===== src/rtl/stack_addr_pkg.sv =====
package stack_addr_pkg;
	// Register byte offsets (AXI4-Lite, one word each)
	localparam logic [7:0] ADDR_DEVICE_CONFIG  = 8'h00;
	localparam logic [7:0] ADDR_DEVICE_CONTROL = 8'h04;
	localparam logic [7:0] ADDR_NODE_ID        = 8'h08;
	localparam logic [7:0] ADDR_BALANCE_CONFIG = 8'h0c;
	localparam logic [7:0] ADDR_BALANCE_ENABLE = 8'h10;
	localparam logic [7:0] ADDR_OVERSAMPLE     = 8'h14;
	localparam logic [7:0] ADDR_FAULT_MASK     = 8'h18;
	localparam logic [7:0] ADDR_GAIN_OFFSET    = 8'h1c;
	localparam logic [7:0] ADDR_CHANNEL_SEL    = 8'h20;
	localparam logic [7:0] ADDR_GPIO_CONFIG    = 8'h24;
	localparam logic [7:0] ADDR_STATUS         = 8'h28;
	// Field positions
	localparam int CFG_ADDR_SEL_BIT    = 0;
	localparam int CFG_AUTO_MON_BIT    = 1;
	localparam int CFG_UART_EN_BIT     = 2;
	localparam int CTRL_AUTO_ADDR_BIT  = 0;
	localparam int BALANCE_ON_FAULT_OPTION_BIT    = 0;
	localparam int OVS_ORDER_BIT       = 8;
	localparam int NODE_ID_W           = 5;
	// Reset values
	localparam logic [31:0] RST_DEVICE_CONFIG = 32'h0000_0005;
	localparam logic [4:0]  RST_NODE_ID       = 5'h00;
	localparam logic [31:0] RST_FAULT_MASK    = 32'h0000_0003;
	localparam logic [31:0] RST_OVERSAMPLE    = 32'h0000_0008;
	localparam logic [31:0] RST_CHANNEL_SEL   = 32'h0000_ffff;
	localparam logic [31:0] RST_GAIN_OFFSET   = 32'h0000_0000;
	localparam logic [31:0] RST_GPIO_CONFIG   = 32'h0000_0000;
	localparam logic [31:0] UART_BAUD         = 32'h0003_d090;
	// Fault bit positions: 0 ov, 1 uv (analog), rest digital/comm
	localparam int FAULT_W = 8;
	// Timing
	localparam int CLK_MHZ          = 125;
	localparam int BLOCK_NS         = 2000;
	localparam int BLOCK_CYC        = (BLOCK_NS * CLK_MHZ) / 1000;
	localparam int FIRST_SAMPLE_NS  = 60000;
	localparam int NEXT_SAMPLE_NS   = 12600;
	localparam int FIRST_SAMPLE_CYC = (FIRST_SAMPLE_NS * CLK_MHZ) / 1000;
	localparam int NEXT_SAMPLE_CYC  = (NEXT_SAMPLE_NS * CLK_MHZ) / 1000;
	localparam int NUM_CH           = 24;
	localparam int AUTO_MON_PERIOD  = 4096;
	typedef enum logic [2:0] {
		AA_IDLE = 3'b001,
		AA_WAIT = 3'b010,
		AA_DONE = 3'b100
	} aa_state_t;
endpackage : stack_addr_pkg


===== src/rtl/stack_auto_addressing_ctrl.sv =====
// The address map and the AXI4-Lite interface to the registers were decided locally.
`timescale 1ns/1ps
// Behaviour
// - Select=1 and auto-address write enters addressing
// - High-side transmit off for one frame
// - Node id writable only while addressing waits
// - After frame, lock id, re-enable transmitter
// - Auto-monitor samples, stores, never transmits
// - Fault while balancing blocks writes 2 us
// - Order bit 0: all oversamples per channel
// - Order bit 1: sweep channels, repeat
// - Reset node id is 0x00
// - Digital faults unmasked, analog masked
// - Unmasked fault drives both fault outputs
// - Default 8 samples, 60/12.6 us timing
// - Default all sixteen cells, no aux
// - Default gain and offset zero
// - Default UART enabled, 250 Kbaud
// - Default GPIO inputs without pulls
// - Select=0 loads id from pins 4:0
// - Reset restores id from nonvolatile store
module stack_auto_addressing_ctrl
	import stack_addr_pkg::*;
(
	input  wire logic                 aclk,
	input  wire logic                 aresetn,
	input  wire logic [7:0]           awaddr,
	input  wire logic                 awvalid,
	output logic                      awready,
	input  wire logic [31:0]          wdata,
	input  wire logic [3:0]           wstrb,
	input  wire logic                 wvalid,
	output logic                      wready,
	output logic [1:0]                bresp,
	output logic                      bvalid,
	input  wire logic                 bready,
	input  wire logic [7:0]           araddr,
	input  wire logic                 arvalid,
	output logic                      arready,
	output logic [31:0]               rdata,
	output logic [1:0]                rresp,
	output logic                      rvalid,
	input  wire logic                 rready,
	input  wire logic [NODE_ID_W-1:0] eeprom_node_id,
	input  wire logic [NODE_ID_W-1:0] gpio_addr_pins,
	input  wire logic                 frame_done,
	input  wire logic                 sample_ready,
	input  wire logic [FAULT_W-1:0]   fault_events,
	input  wire logic                 sample_req,
	output logic                      high_side_tx_en,
	output logic                      fault_n,
	output logic                      differential_fault_output,
	output logic                      sample_start,
	output logic [4:0]                sample_channel,
	output logic                      sample_tx_req
);
	logic [31:0]          device_config_register_q;
	logic [31:0]          balance_config_register_q;
	logic [31:0]          balance_enable_mask_q;
	logic [31:0]          oversample_register_q;
	logic [31:0]          fault_mask_q;
	logic [31:0]          gain_offset_q;
	logic [31:0]          channel_sel_q;
	logic [31:0]          gpio_config_q;
	logic [NODE_ID_W-1:0] node_id_field_q;
	logic [FAULT_W-1:0]   fault_q;
	aa_state_t            aa_q;
	logic                 aw_got_q, w_got_q;
	logic [7:0]           aw_addr_q;
	logic [31:0]          w_data_q;
	logic [3:0]           w_strb_q;
	logic                 load_q;
	logic [8:0]           block_cnt_q;
	logic                 do_write, wr_blocked, auto_addr_wr, fault_new, bal_active;
	logic [31:0]          wmask, wmerge;

	// Write channel: each side taken independently, commit when both held
	assign awready  = !aw_got_q && !bvalid;
	assign wready   = !w_got_q && !bvalid;
	assign do_write = aw_got_q && w_got_q && !bvalid;
	assign bresp    = 2'h0;
	assign rresp    = 2'h0;

	always_comb begin
		for (int i = 0; i < 4; i++) begin
			wmask[i*8 +: 8] = {8{w_strb_q[i]}};
		end
		wmerge = w_data_q & wmask;
	end

	assign wr_blocked   = block_cnt_q != 9'h000;
	assign auto_addr_wr = do_write && !wr_blocked && aw_addr_q == ADDR_DEVICE_CONTROL
		&& w_strb_q[0] && w_data_q[CTRL_AUTO_ADDR_BIT];

	always_ff @(posedge aclk) begin
		if (!aresetn) begin
			aw_got_q  <= 1'b0;
			w_got_q   <= 1'b0;
			aw_addr_q <= 8'h00;
			w_data_q  <= 32'h0000_0000;
			w_strb_q  <= 4'h0;
			bvalid    <= 1'b0;
		end else begin
			if (awvalid && awready) begin
				aw_got_q  <= 1'b1;
				aw_addr_q <= awaddr;
			end
			if (wvalid && wready) begin
				w_got_q  <= 1'b1;
				w_data_q <= wdata;
				w_strb_q <= wstrb;
			end
			if (do_write) begin
				aw_got_q <= 1'b0;
				w_got_q  <= 1'b0;
				bvalid   <= 1'b1;
			end else if (bvalid && bready) begin
				bvalid <= 1'b0;
			end
		end
	end

	// Config registers; dropped writes still answer OKAY, host must check
	always_ff @(posedge aclk) begin
		if (!aresetn) begin
			device_config_register_q  <= RST_DEVICE_CONFIG;
			balance_config_register_q <= 32'h0000_0000;
			balance_enable_mask_q     <= 32'h0000_0000;
			oversample_register_q     <= RST_OVERSAMPLE;
			fault_mask_q              <= RST_FAULT_MASK;
			gain_offset_q             <= RST_GAIN_OFFSET;
			channel_sel_q             <= RST_CHANNEL_SEL;
			gpio_config_q             <= RST_GPIO_CONFIG;
		end else if (do_write && !wr_blocked) begin
			case (aw_addr_q)
				ADDR_DEVICE_CONFIG:  device_config_register_q  <= (device_config_register_q & ~wmask) | wmerge;
				ADDR_BALANCE_CONFIG: balance_config_register_q <= (balance_config_register_q & ~wmask) | wmerge;
				ADDR_BALANCE_ENABLE: balance_enable_mask_q     <= (balance_enable_mask_q & ~wmask) | wmerge;
				ADDR_OVERSAMPLE:     oversample_register_q     <= (oversample_register_q & ~wmask) | wmerge;
				ADDR_FAULT_MASK:     fault_mask_q              <= (fault_mask_q & ~wmask) | wmerge;
				ADDR_GAIN_OFFSET:    gain_offset_q             <= (gain_offset_q & ~wmask) | wmerge;
				ADDR_CHANNEL_SEL:    channel_sel_q             <= (channel_sel_q & ~wmask) | wmerge;
				ADDR_GPIO_CONFIG:    gpio_config_q             <= (gpio_config_q & ~wmask) | wmerge;
				default: ;
			endcase
		end
	end

	// Auto-addressing state
	always_ff @(posedge aclk) begin
		if (!aresetn) begin
			aa_q <= AA_IDLE;
		end else begin
			case (aa_q)
				AA_IDLE: if (auto_addr_wr && device_config_register_q[CFG_ADDR_SEL_BIT]) aa_q <= AA_WAIT;
				AA_WAIT: if (frame_done) aa_q <= AA_DONE;
				AA_DONE: aa_q <= AA_IDLE;
				default: aa_q <= AA_IDLE;
			endcase
		end
	end

	assign high_side_tx_en = aa_q != AA_WAIT;

	// Node id: strap/eeprom load one cycle after reset release
	always_ff @(posedge aclk) begin
		if (!aresetn) begin
			node_id_field_q <= RST_NODE_ID;
			load_q          <= 1'b1;
		end else begin
			load_q <= 1'b0;
			if (load_q) begin
				node_id_field_q <= device_config_register_q[CFG_ADDR_SEL_BIT]
					? eeprom_node_id : gpio_addr_pins;
			end else if (auto_addr_wr && !device_config_register_q[CFG_ADDR_SEL_BIT]) begin
				node_id_field_q <= gpio_addr_pins;
			end else if (do_write && !wr_blocked && aa_q == AA_WAIT && aw_addr_q == ADDR_NODE_ID
				&& w_strb_q[0]) begin
				node_id_field_q <= w_data_q[NODE_ID_W-1:0];
			end
		end
	end

	// Faults: sticky, set wins over clear
	always_ff @(posedge aclk) begin
		if (!aresetn) begin
			fault_q <= '0;
		end else if (do_write && !wr_blocked && aw_addr_q == ADDR_STATUS && w_strb_q[1]) begin
			fault_q <= (fault_q & ~w_data_q[15:8]) | fault_events;
		end else begin
			fault_q <= fault_q | fault_events;
		end
	end

	assign fault_new  = |(fault_events & ~fault_mask_q[FAULT_W-1:0]);
	assign bal_active = balance_config_register_q[BALANCE_ON_FAULT_OPTION_BIT] && balance_enable_mask_q != 32'h0;

	always_ff @(posedge aclk) begin
		if (!aresetn) begin
			block_cnt_q <= 9'h000;
		end else if (fault_new && bal_active) begin
			block_cnt_q <= 9'(BLOCK_CYC);
		end else if (wr_blocked) begin
			block_cnt_q <= block_cnt_q - 9'h001;
		end
	end

	always_ff @(posedge aclk) begin
		if (!aresetn) begin
			fault_n                   <= 1'b1;
			differential_fault_output <= 1'b0;
		end else begin
			fault_n                   <= ~|(fault_q & ~fault_mask_q[FAULT_W-1:0]);
			differential_fault_output <= |(fault_q & ~fault_mask_q[FAULT_W-1:0]);
		end
	end

	// Conversion sequencer
	logic [4:0]  ch_q;
	logic [7:0]  ovs_q;
	logic        busy_q, first_q;
	logic [12:0] tmr_q;
	logic [12:0] mon_q;
	logic        trig, host_trig, ovs_order;
	logic [4:0]  nxt_ch;
	logic        last_ch;
	assign ovs_order = oversample_register_q[OVS_ORDER_BIT];
	assign host_trig = sample_req && !device_config_register_q[CFG_AUTO_MON_BIT];
	assign trig      = !busy_q && (host_trig || (device_config_register_q[CFG_AUTO_MON_BIT]
		&& mon_q == 13'h0000));

	always_comb begin
		nxt_ch  = ch_q;
		last_ch = 1'b1;
		for (int i = NUM_CH - 1; i >= 0; i--) begin
			if (i > int'(ch_q) && channel_sel_q[i]) begin
				nxt_ch  = 5'(i);
				last_ch = 1'b0;
			end
		end
	end

	always_ff @(posedge aclk) begin
		if (!aresetn) begin
			mon_q <= 13'(AUTO_MON_PERIOD);
		end else if (!device_config_register_q[CFG_AUTO_MON_BIT] || mon_q == 13'h0000) begin
			mon_q <= 13'(AUTO_MON_PERIOD);
		end else begin
			mon_q <= mon_q - 13'h0001;
		end
	end

	always_ff @(posedge aclk) begin
		if (!aresetn) begin
			busy_q         <= 1'b0;
			first_q        <= 1'b0;
			ch_q           <= 5'h00;
			ovs_q          <= 8'h00;
			tmr_q          <= 13'h0000;
			sample_start   <= 1'b0;
			sample_channel <= 5'h00;
			sample_tx_req  <= 1'b0;
		end else begin
			sample_start  <= 1'b0;
			sample_tx_req <= 1'b0;
			if (trig) begin
				busy_q  <= 1'b1;
				first_q <= host_trig;
				ch_q    <= 5'h00;
				ovs_q   <= 8'h01;
				tmr_q   <= 13'(FIRST_SAMPLE_CYC);
			end else if (busy_q) begin
				if (tmr_q != 13'h0000) begin
					tmr_q <= tmr_q - 13'h0001;
				end else begin
					sample_start   <= 1'b1;
					sample_channel <= ch_q;
					tmr_q          <= 13'(NEXT_SAMPLE_CYC);
					if (!ovs_order) begin
						if (ovs_q < oversample_register_q[7:0]) begin
							ovs_q <= ovs_q + 8'h01;
						end else if (!last_ch) begin
							ch_q  <= nxt_ch;
							ovs_q <= 8'h01;
						end else begin
							busy_q        <= 1'b0;
							sample_tx_req <= first_q;
						end
					end else begin
						if (!last_ch) begin
							ch_q <= nxt_ch;
						end else if (ovs_q < oversample_register_q[7:0]) begin
							ch_q  <= 5'h00;
							ovs_q <= ovs_q + 8'h01;
						end else begin
							busy_q        <= 1'b0;
							sample_tx_req <= first_q;
						end
					end
				end
			end
		end
	end

	// Read channel
	always_ff @(posedge aclk) begin
		if (!aresetn) begin
			rvalid <= 1'b0;
			rdata  <= 32'h0000_0000;
		end else if (rvalid) begin
			if (rready) rvalid <= 1'b0;
		end else if (arvalid) begin
			rvalid <= 1'b1;
			case (araddr)
				ADDR_DEVICE_CONFIG:  rdata <= device_config_register_q;
				ADDR_DEVICE_CONTROL: rdata <= {31'h0, aa_q == AA_WAIT};
				ADDR_NODE_ID:        rdata <= {27'h0, node_id_field_q};
				ADDR_BALANCE_CONFIG: rdata <= balance_config_register_q;
				ADDR_BALANCE_ENABLE: rdata <= balance_enable_mask_q;
				ADDR_OVERSAMPLE:     rdata <= oversample_register_q;
				ADDR_FAULT_MASK:     rdata <= fault_mask_q;
				ADDR_GAIN_OFFSET:    rdata <= gain_offset_q;
				ADDR_CHANNEL_SEL:    rdata <= channel_sel_q;
				ADDR_GPIO_CONFIG:    rdata <= gpio_config_q;
				ADDR_STATUS:         rdata <= {15'h0, busy_q, fault_q, 7'h0, wr_blocked};
				default:             rdata <= 32'h0000_0000;
			endcase
		end
	end
	assign arready = !rvalid;
endmodule : stack_auto_addressing_ctrl


===== config.mk =====
export PLATFORM = sky130hd
export DESIGN_NAME = stack_auto_addressing_ctrl
export DESIGN_NICKNAME = d
export VERILOG_FILES = /design/src/rtl/stack_addr_pkg.sv /design/src/rtl/stack_auto_addressing_ctrl.sv
export SDC_FILE = /design/constraint.sdc
export NUM_CORES = 1
export LEC_CHECK = 0
export ABC_AREA = 1
export BUFFER_PORTS_ARGS = -buffer_cell sky130_fd_sc_hd__buf_2
export CAP_MARGIN = 15
export CELL_PAD_IN_SITES_DETAIL_PLACEMENT = 1
export CELL_PAD_IN_SITES_GLOBAL_PLACEMENT = 2
export CORE_UTILIZATION = 32
export DETAILED_ROUTE_END_ITERATION = 7
export PLACE_DENSITY_LB_ADDON = 0.2
export SLEW_MARGIN = 40
export SYNTH_ARGS = -nofsm -noshare
export SYNTH_HDL_FRONTEND = slang
export SYNTH_SLANG_ARGS = --single-unit

===== constraint.sdc =====
create_clock -name aclk -period 2.52 [get_ports aclk]
set_input_delay 0.378 -clock aclk [delete_from_list [all_inputs] [get_ports aclk]]
set_output_delay 0.378 -clock aclk [all_outputs]
set_load 0.01 [all_outputs]

== Word level (Yosys, flattened, before mapping) ==
Cells that the tools add are included.
Storage, ports and cells
  register bits: 412
  output and inout port bits: 51
  memories kept: 0
  latch bits: 0
  memory bits (read-only): 0
  bits in writable memories: 0
  logic and storage cells: 309
Cells by class
  order comparisons: 24
  multiplexer cells: 93
  add/sub/neg operators: 4
  equal/unequal tests: 34
  div/mod/pow operators: 0
  $mul: 0
  shift operators: 0
  reduce and logical (&&, ||, !) cells: 89
  bitwise logic cells: 30
Operators by type and width (number)
  one-hot mux 32 bit (11 select lines): 1
  AND 32 bit: 9
  bitwise OR 32 bit: 8
  2-to-1 mux 5 bit: 32
  equality test 8 x 5 -> 1 bit (second input constant): 8
  2-to-1 mux 8 bit: 8
  equality test 8 x 6 -> 1 bit (second input constant): 6
  logical AND 1 bit: 46
  2-to-1 mux 1 bit: 46
  > comparator 4 x 5 -> 1 bit (first input constant): 8
  > comparator 5 bit (first input constant): 8
  2-to-1 mux 13 bit: 3
  equality test 8 x 4 -> 1 bit (second input constant): 4
  inverter 32 bit: 1
  nonzero test 32 bit: 1
  subtractor 13 x 1 -> 13 bit (second input constant): 2
  AND 8 bit: 3
  > comparator 3 x 5 -> 1 bit (first input constant): 4
  AND reduction 2 bit: 10
  equality test 8 x 3 -> 1 bit (second input constant): 2
  logical NOT 8 bit: 2
  inverter 8 bit: 2
  bitwise OR 8 bit: 2
  OR reduction 8 bit: 2
  26 further kinds: 56

== Longest topological paths before layout ==
  depth after elaboration: 31
  mapped depth: 30
  mapped depth without buffers: 29

== Least setup slack after synthesis ==
Ideal clock, no wire load.
  path kind: register to register
  from: reg mon_q[0]
  to: reg tmr_q[10]
  cell stages (with the launch flop): 19
  library setup time: 0.109 ns
  data arrival time: 2.322 ns
  clock period less this slack: 2.431 ns
  data required time: 2.411 ns
  slack: 0.089 ns
  cells stage by stage: dfxtp_1 > inv_1 > ha_1 > inv_1 > or2_1 > or3_1 > nor2_1 > inv_1 > or2_4 > nor2_4 > nand3_2 > o21ai_2 > o21ai_2 > nand2_4 > inv_2 > o31ai_2 > o311ai_1 > nand2_1 > inv_1
On the way
  cells in the longest elaborated chain, start to end: 5
RTL lines
  start: declaration: line stack_auto_addressing_ctrl.sv:223  | logic [12:0] mon_q;
  start signal: assignment: line stack_auto_addressing_ctrl.sv:245  | mon_q <= 13'(AUTO_MON_PERIOD);
  start signal: assignment: line stack_auto_addressing_ctrl.sv:247  | mon_q <= 13'(AUTO_MON_PERIOD);
  start signal: assignment: line stack_auto_addressing_ctrl.sv:249  | mon_q <= mon_q - 13'h0001;
  logical NOT 13 bit (*): line stack_auto_addressing_ctrl.sv:230  | && mon_q == 13'h0000));
  logical AND 1 bit (*): line stack_auto_addressing_ctrl.sv:230
  logical OR 1 bit (*): line stack_auto_addressing_ctrl.sv:229  | assign trig = !busy_q && (host_trig || (device_config_register_q[CFG_AUTO_MON_BIT]
  logical AND 1 bit (*): line stack_auto_addressing_ctrl.sv:229
  2-to-1 mux 13 bit / nonzero test 2 bit (equally long branches)
  end signal: assignment: line stack_auto_addressing_ctrl.sv:271  | tmr_q <= 13'(FIRST_SAMPLE_CYC);
  end signal: assignment: line stack_auto_addressing_ctrl.sv:274  | tmr_q <= tmr_q - 13'h0001;
  end signal: assignment: line stack_auto_addressing_ctrl.sv:278  | tmr_q <= 13'(NEXT_SAMPLE_CYC);
  end: declaration: line stack_auto_addressing_ctrl.sv:222  | logic [12:0] tmr_q;
Mark *: on every way between the ends. The rest lies on a longest branch, timed or not.
A chain may end at the register's enable or synchronous reset.

==> summary.json <==
{
  "global_route": {
    "grt_antenna_before_repair": 3,
    "first_global_vias": 17060,
    "gr-total-overflow": 0,
    "track_usage_pct": 23.40,
    "grt_start_max_net_pins": 129,
    "grt_pass1_wl_um": 98900
  },
  "route": {
    "routed-via-count": 16580,
    "wirelength_um": 64950,
    "post_drt_via_cell_ratio": 5.319,
    "drt-wirelength-per-cell_um": 20.84,
    "drtPass1Iterations": 8,
    "post-route-drc-count": 2,
    "final_antenna_net_count": 0,
    "drt_iter0_drc": 766
  },
  "timing": {
    "final.period_utilization_pct": 103.2,
    "tightestPinTransition_ns": 0.7847,
    "rsz0062_at_grt": "true",
    "fmax_mhz": 384.6,
    "fin_worst_skew_ns": 0.01829,
    "hold_viol": 0,
    "worst_hold_slack_ns": 0.04799,
    "final_period_minus_worst_setup_slack_ns": 2.600,
    "slew_headroom_pct": 47.29,
    "maxSlewViolCount": 0,
    "setup_viol": 39,
    "final.setup.worst_slack_ns": -0.07988
  },
  "synthesis": {
    "synth.avg_cell_area_um2": 7.916,
    "synth_top_flop_cell": "sky130_fd_sc_hd__dfxtp_1",
    "number_of_different_library_cells_in_the_post_synthesis_netlist": 61,
    "postSynthRegisterBits": 412,
    "synthesis.instances": 2175,
    "yosys_warnings": 0,
    "mappedNetlistArea_mm2": 0.01722,
    "edff_count_synth": 0,
    "synth_seq_area_share_pct": 47.90,
    "async_flop_share_pct": 0
  },
  "final_layout": {
    "finalNetCount": 2484,
    "n_fill_cell": 6242,
    "syn_to_final_growth_pct": 29.15,
    "fin_util_pct": 42.06,
    "leading_cell_types_in_the_layout_fill_and_taps_excluded": "sky130_fd_sc_hd__dfxtp_1, sky130_fd_sc_hd__nand2_1, sky130_fd_sc_hd__a21oi_1, sky130_fd_sc_hd__nor2_1, sky130_fd_sc_hd__o21ai_0",
    "antenna-diode-count": 0,
    "drive_gt1_share_pct": 21.98,
    "layout_commonest_cell": "sky130_fd_sc_hd__dfxtp_1"
  },
  "power_and_ir_drop": {
    "cellPowerDensity_mw_per_mm2": 701.6,
    "power_frac_seq_pct": 43.5,
    "cellInternalPower_uw": 11670,
    "power_switching_share_pct": 25.20,
    "power.net_switching_uw": 3932,
    "total_leakage_power_uw": 0.008851,
    "power.combinational.fraction_pct": 9.2,
    "clockPowerShare_pct": 47.3,
    "worst_ir_drop_vdd_uv": 521.9
  },
  "placement": {
    "dp_hpwl_um": 43900,
    "placement.io_buffers": 125,
    "globalplace.congestion": 0.8261
  },
  "critical_path": {
    "critPathRequiredTime_ns": 2.98,
    "arrival_time_at_the_worst_endpoint_ns": 3.06,
    "setup.worst_path.start_class": "register",
    "critPathKind": "reg -> reg",
    "r2r_cells": 18,
    "endpoint_kind": "register",
    "critical_path_peak_fanout": 8
  },
  "floorplanning": {
    "chipWidth_um": 234.0,
    "core_area_mm2": 0.05287,
    "start_util_pct": 32.57,
    "io_pins": 131,
    "die_area_mm2": 0.05474,
    "std_cell_rows": 84,
    "die_height_um": 234.0
  },
  "cts": {
    "clock_tree_from_tritoncts": "done",
    "cts-htree-levels": 2,
    "postCtsHoldBufs": 0,
    "cts_num_sinks": 412,
    "cts_inserted_buffers": 49,
    "clk_transition_reported_paths_ns": 0.06,
    "clock_latency_ns": 0.59,
    "cts_buffer_depth": 3,
    "cts-root-buf": "sky130_fd_sc_hd__clkbuf_16"
  },
  "hold_path": {
    "class_of_the_worst_hold_path": "in -> reg",
    "min_delay_path_depth": 4
  },
  "run_status": {
    "run_status": "complete, but fails checks",
    "violations": "DRC, setup timing"
  },
  "run": {
    "max-cap-violations": 0
  }
}
-- critical path: stages, from the launching register on --
cell and delay, ns:
sky130_fd_sc_hd__dfxtp_2 0.32, sky130_fd_sc_hd__inv_2 0.07, sky130_fd_sc_hd__ha_4 0.15, sky130_fd_sc_hd__nand2_4 0.06, sky130_fd_sc_hd__nor2_4 0.12, sky130_fd_sc_hd__nand3_2 0.09, sky130_fd_sc_hd__nor2_2 0.15, sky130_fd_sc_hd__inv_2 0.06
sky130_fd_sc_hd__nor2_4 0.15, sky130_fd_sc_hd__inv_4 0.07, sky130_fd_sc_hd__nor2_4 0.10, sky130_fd_sc_hd__inv_2 0.06, sky130_fd_sc_hd__nor4_4 0.33, sky130_fd_sc_hd__inv_4 0.10, sky130_fd_sc_hd__buf_12 0.15, sky130_fd_sc_hd__nor2_4 0.14
sky130_fd_sc_hd__buf_12 0.13, sky130_fd_sc_hd__clkbuf_16 0.15, sky130_fd_sc_hd__a21oi_1 0.07
-- power groups by stage --
stage	clock, uW	combinational (uW)	sequential [uW]
after floorplan	0	763	6910
after CTS	7530	1270	6780
after global placement	0	1210	6920
after detailed placement	0	1240	6930
final	7380	1430	6790
after global routing	7810	1580	6810
-- path summary, 6_finish.rpt --
kind / end / start / slack (ns)
setup / recovery: register / block_cnt_q[1] / -0.08
hold / removal: bvalid / bready / 0.05
setup reg to reg: register / block_cnt_q[1] / -0.08
hold reg to reg: rdata[12] / rdata[12] / 0.46
-- logic make-up (layout without fill, tap and decap cells) --
| logic type | count (synthesis) | after routing | synth area share [%] |
|---|---|---|---|
| AO/OA/AOI/OAI | 760 | 760 | 26.74 |
| flip-flops | 412 | 412 | 47.90 |
| buffers and inverters | 322 | 573 | 7.478 |
| adder cells (fa/ha/maj) | 11 | 11 | 0.7993 |
| AND/OR/NAND/NOR | 658 | 658 | 16.50 |
| XOR/XNOR | 11 | 11 | 0.5595 |
| other | 1 | 4 | 0.02178 |
-- what timing repair did --
item                                   CTS  global route
cloned                                   1             6
gates resized for setup                 28           202
pin swaps                                0            35
setup buffers                            5            31
endpoints found under the hold margin    0             0
setup endpoints to repair               51           258
-- cells in the mapped netlist (all sizes together), types with 3 or more instances --
master / count / area share, %
a211oi: 107 / 4.7
a21oi: 270 / 7.8
a221oi: 52 / 2.6
a22o: 12 / 0.61
a31oi: 14 / 0.51
a32o: 23 / 1.3
and3: 3 / 0.12
buf: 36 / 1.2
clkbuf: 90 / 2.0
clkinv: 33 / 0.72
dfxtp: 412 / 48
ha: 11 / 0.80
inv: 163 / 3.6
nand2: 269 / 5.9
nand3: 44 / 1.3
nand4: 16 / 0.58
nor2: 266 / 6.2
nor3: 34 / 1.1
nor4: 11 / 0.60
o2111ai: 5 / 0.25
o211ai: 27 / 1.2
o21a: 3 / 0.13
o21ai: 228 / 6.7
o22ai: 6 / 0.22
o311ai: 4 / 0.20
or2: 8 / 0.31
xnor2: 6 / 0.31
xor2: 5 / 0.25
-- metrics by stage --
stage / setup TNS (ns) / std cells / setup slack [ns] / area [um2] / power (uW)
floorplan: 0 / 2178 / 0.08864 / 17230 / 7670
global route: -14.02 / 3117 / -0.2386 / 22240 / 16200
detailed placement: -1.028 / 2988 / -0.09092 / 19410 / 8169
global placement: -0.5240 / 2988 / -0.05689 / 19410 / 8127
finish: -1.424 / 3117 / -0.07988 / 22240 / 15600
CTS: -0.1670 / 3081 / -0.05174 / 21240 / 15590
-- layer usage --
layer / vias to the layer above / routed length [um] / GRT usage (%)
li1: 8016 / - / -
met1: 8164 / 28990 / 29.65
met2: 290 / 31900 / 40.61
met3: 106 / 2341 / 3.344
met4: 4 / 1700 / 7.589
met5: - / 25 / 0
-- final cells by class --
| type | count | area, um2 | area share, % |
|---|---|---|---|
| Sequential cell | 412 | 8263 | 37.16 |
| Inverter | 196 | 753.2 | 3.387 |
| Clock inverter | 9 | 152.6 | 0.6865 |
| Tap cell | 688 | 860.8 | 3.871 |
| Timing Repair Buffer | 290 | 2426 | 10.91 |
| Multi-Input combinational cell | 1444 | 8263 | 37.16 |
| Clock buffer | 78 | 1518 | 6.825 |
Note: power is estimated with default switching activity, not from simulation.
